### src/verilog/crc8_pkg.sv
// shared constants and carrier types for the identification-code check block
// assumes a single clock domain and synchronous reset
package crc8_pkg;
  // ************************************
  // polynomial and sizes
  // ************************************
  localparam int CRC_W = 8;
  localparam logic [7:0] REFLECTED_TAPS = 8'h8c;
  localparam logic [7:0] TAP_MASK = 8'h18;
  localparam logic [7:0] CRC_RESET = 8'h00;
  localparam logic [7:0] COMPLEMENT_RESULT = 8'h35;
  localparam int CODE_BITS = 64;
  localparam int DATA_BITS = 56;
  localparam int CODE_BYTES = 8;
  localparam int FAMILY_BYTE = 0;
  localparam int SERIAL_BYTES = 6;
  localparam int CHECK_BYTE = 7;
  localparam int TABLE_DEPTH = 256;
  localparam logic [6:0] COUNT_RESET = 7'h00;
  // example family value, arbitrary
  localparam logic [7:0] FAMILY_DEFAULT = 8'h5a;

  // ************************************
  // carriers
  // ************************************
  typedef struct packed {
    logic clear;
    logic bitValid;
    logic bitIn;
    logic byteValid;
    logic [7:0] byteIn;
  } crc_in_t;

  typedef struct packed {
    logic [7:0] crc;
    logic isZero;
    logic [6:0] bitCount;
    logic done;
    logic error;
    logic good;
  } crc_out_t;

  typedef enum logic [1:0] {
    ST_IDLE = 2'b00,
    ST_RUN = 2'b01,
    ST_DONE = 2'b10
  } chk_state_t;
endpackage : crc8_pkg

### src/verilog/crc8_table_rom.sv
// 256-entry lookup of the byte-wide update, registered read data
// assumes the caller presents index one cycle before it needs the entry
`timescale 1ns/1ps
module crc8_table_rom #(
  parameter int DEPTH = crc8_pkg::TABLE_DEPTH
) (
  // clock
  input wire logic clock,
  // lookup
  input wire logic [7:0] index,
  output logic [7:0] entry
);
  logic [7:0] table_mem [DEPTH];
  logic [7:0] next_entry;

  // table built as eight serial steps starting from the index value, with zero data in
  function automatic logic [7:0] step8(input logic [7:0] value);
    logic [7:0] r;
    r = value;
    for (int k = 0; k < 8; k++) begin
      r = r[0] ? ((r >> 1) ^ crc8_pkg::REFLECTED_TAPS) : (r >> 1);
    end
    return r;
  endfunction : step8

  always_comb begin
    for (int i = 0; i < DEPTH; i++) begin
      table_mem[i] = step8(8'(i));
    end
  end

  always_comb begin
    next_entry = table_mem[index];
  end

  always_ff @(posedge clock) begin
    entry <= next_entry;
  end
endmodule : crc8_table_rom

### config.mk
export PLATFORM = sky130hd
export DESIGN_NAME = crc8_table_rom
export DESIGN_NICKNAME = d
export VERILOG_FILES = /design/src/verilog/crc8_pkg.sv /design/src/verilog/crc8_table_rom.sv
export SDC_FILE = /design/constraint.sdc
export NUM_CORES = 1
export LEC_CHECK = 0
export BUFFER_PORTS_ARGS = -buffer_cell sky130_fd_sc_hd__buf_4
export CAP_MARGIN = 30
export CORE_MARGIN = 2
export CORE_UTILIZATION = 30
export DETAILED_ROUTE_END_ITERATION = 10
export SLEW_MARGIN = 40
export SYNTH_ARGS = -nofsm -noshare
export SYNTH_HDL_FRONTEND = slang
export SYNTH_SLANG_ARGS = --single-unit
### constraint.sdc
create_clock -name clock -period 4.2 [get_ports clock]
set_input_delay 0.21 -clock clock [delete_from_list [all_inputs] [get_ports clock]]
set_output_delay 0.21 -clock clock [all_outputs]
set_load 0.02 [all_outputs]
==> out/summary.txt <==
max reg flops: 8
synth unique cells: 27
Leakage: 0.306 nW
CTS tree: built
Worst Path Required: 4.33 ns
min Tclk post-route: 1.40 ns
dpl ws: 2.54 ns
ANT cells: 0
synth top area cells: dfxtp_1 30%, xor2_1 10%, ha_1 9.5%, xnor2_1 8.3%, nand2b_1 4.8%
gr ovfl total: 0
Tcrit/Tclk final: 33.3%
clk root buf: clkbuf_4
most common cell in the netlist: dfxtp_1
worst path buffer plus inverter count: 2
setup TNS: 0 ns
RSZ-0062 raised after global routing: false
Tot GR Track Use: 9.71%
H-tree depth: 1
Cell Area, Synth: 527 um^2
normalized max-slew margin: 86.2%
Synth Instances: 57
placed insts: 86
FILL cells: 187
vias in the first global route: 377
largest stage delay on the critical path: 0.31 ns
startpoint types: input pin
Detailed Place HPWL: 736 um
fraction of layout cells with a size suffix above 1: 30.6%
final setup margin: 2.80 ns
final wirelength: 905 um
switching pwr: 0.0000696 W
Initial Util: 31.2%
gpl congestion: 0.729
postcts setup bufs: 0
internal power: 0.000162 W
number of port buffers: 16
deepest clock path buffer count: 2
DRC viols: 0
Top Family by Delay on Critical Path: compound AO/OA/AOI/OAI gates
chip height: 45.9 um
IO Count: 17
Sw Ratio: 30.1%
Vias: 421
crit-path cells: buf_4 > inv_1 > ha_1 > or2_2 > a211o_1 > a221oi_2 > o31ai_2
post-cts sizing count: 0
P per Cell Area: 349 nW/um^2
peak supply drop: 0.0950 mV
MaxCap Viol Count: 0
Hold WS: 0.206 ns
Comb pwr share: 36.5%
final non-filler cell total: 89
CP max-delay cell: or2_2
CTS sink cnt: 8
Mapped Nets: 70
sequential area share after synthesis: 30.4%
standard-cell rows: 15
status: finished, final reports clean
Hold Crit Class: input pin to flip-flop
most frequent cells after synthesis: 8 x dfxtp_1, 6 x xor2_1, 5 x xnor2_1, 4 x ha_1, 4 x nand2b_1
CTS buffer count: 3
Yosys warnings: 0
final hold violation count: 0
pin count of the biggest net entering global routing: 11
Sequential Power Share: 40.2%
initial antenna violation count: 0
Max Fclk: 714 MHz
CP Capture Type: flip-flop
number of enable flip-flop cells after synthesis: 0
DRT Pass-1 Iters: 3
DR WL/cell: 10.2 um
crit path max fanout: 9
core area: 1690 um^2
Clock power frac: 23.3%
DRT antenna net count: 0
nets: 87
Arr. time, crit path: 1.53 ns
Layout area overhead: 25.9%
Reg clk slew, reported paths: 0.05 ns
fraction of registers with async set/reset: 0%
fin util: 39.3%
fin. max-slew vios: 0
chip width: 45.9 um
# hold bufs at CTS: 0
die area: 2110 um^2
first-pass GRT wire length: 1.48 mm
CP Class: input pin to flip-flop
syn avg cell area: 9.24 um^2
worst slew pin tran: 0.207 ns
register bit count reported by yosys: 8
top_reg_cell synth: dfxtp_1
Yosys top cell area share: 30.4%
top flop regs: entry: 8 flops
Final Setup Violations: 0
via/cell ratio: 4.73
Largest Register: entry
initial DRC count: 3
Synth area leader: dfxtp_1
[worst paths after layout]
| kind | start | to | slack [ns] | depth (start not counted) |
|---|---|---|---|---|
| hold / removal | index[6] | entry[2] | 0.21 | 2 |
| setup / recovery | index[0] | entry[1] | 2.80 | 7 |
[cell families after synthesis]
logic type	synth area share, %
simple gates	17.6
compound gates	16.9
fa+ha+maj	9.50
buf+inv	7.36
xor+xnor	18.3
flops	30.4
[power by group through the flow]
stage                     sequential (W)   clock, W  combinational, W
after detailed placement       0.0000944          0         0.0000855
after CTS                      0.0000929  0.0000575         0.0000856
after floorplan                 0.000112          0         0.0000359
after global routing           0.0000937  0.0000595         0.0000926
after global placement         0.0000945          0         0.0000846
final                          0.0000928  0.0000539         0.0000845
[placed cells by master, fill, tap and decap left out, types with 2 or more instances in the layout]
cell / count
xor2_1: 6
nor2_1: 2
nand2_1: 2
o21ai_0: 2
buf_4: 16
dfxtp_1: 8
ha_1: 4
a31oi_1: 2
nand2b_1: 4
clkbuf_4: 3
inv_1: 3
xnor2_1: 5
[metrics by stage]
step | total power (W) | instance area [um^2]
after floorplan | 0.000148 | 527
after global placement | 0.000179 | 641
after detailed placement | 0.000180 | 641
after CTS | 0.000236 | 663
after global routing | 0.000246 | 663
final | 0.000231 | 663
[final cells by class]
class                      count  area (um^2)  share of cell area, %
multi-input combinational     42          328                   49.4
sequential                     8          160                   24.2
timing repair buffer          16          120                   18.1
inverter                       3         11.3                   1.70
clock buffer                   3         22.5                   3.40
tap                           17         21.3                   3.21
[metal layers]
layer	part of all wire (%)	vias up	track usage [%]
li1	-	221	-
met1	47	187	11.6
met2	49	13	15.8
met3	4.1	0	1.19
met4	0	0	6.86
met5	0	-	0
No activity file was read; power rests on OpenSTA's default activity.
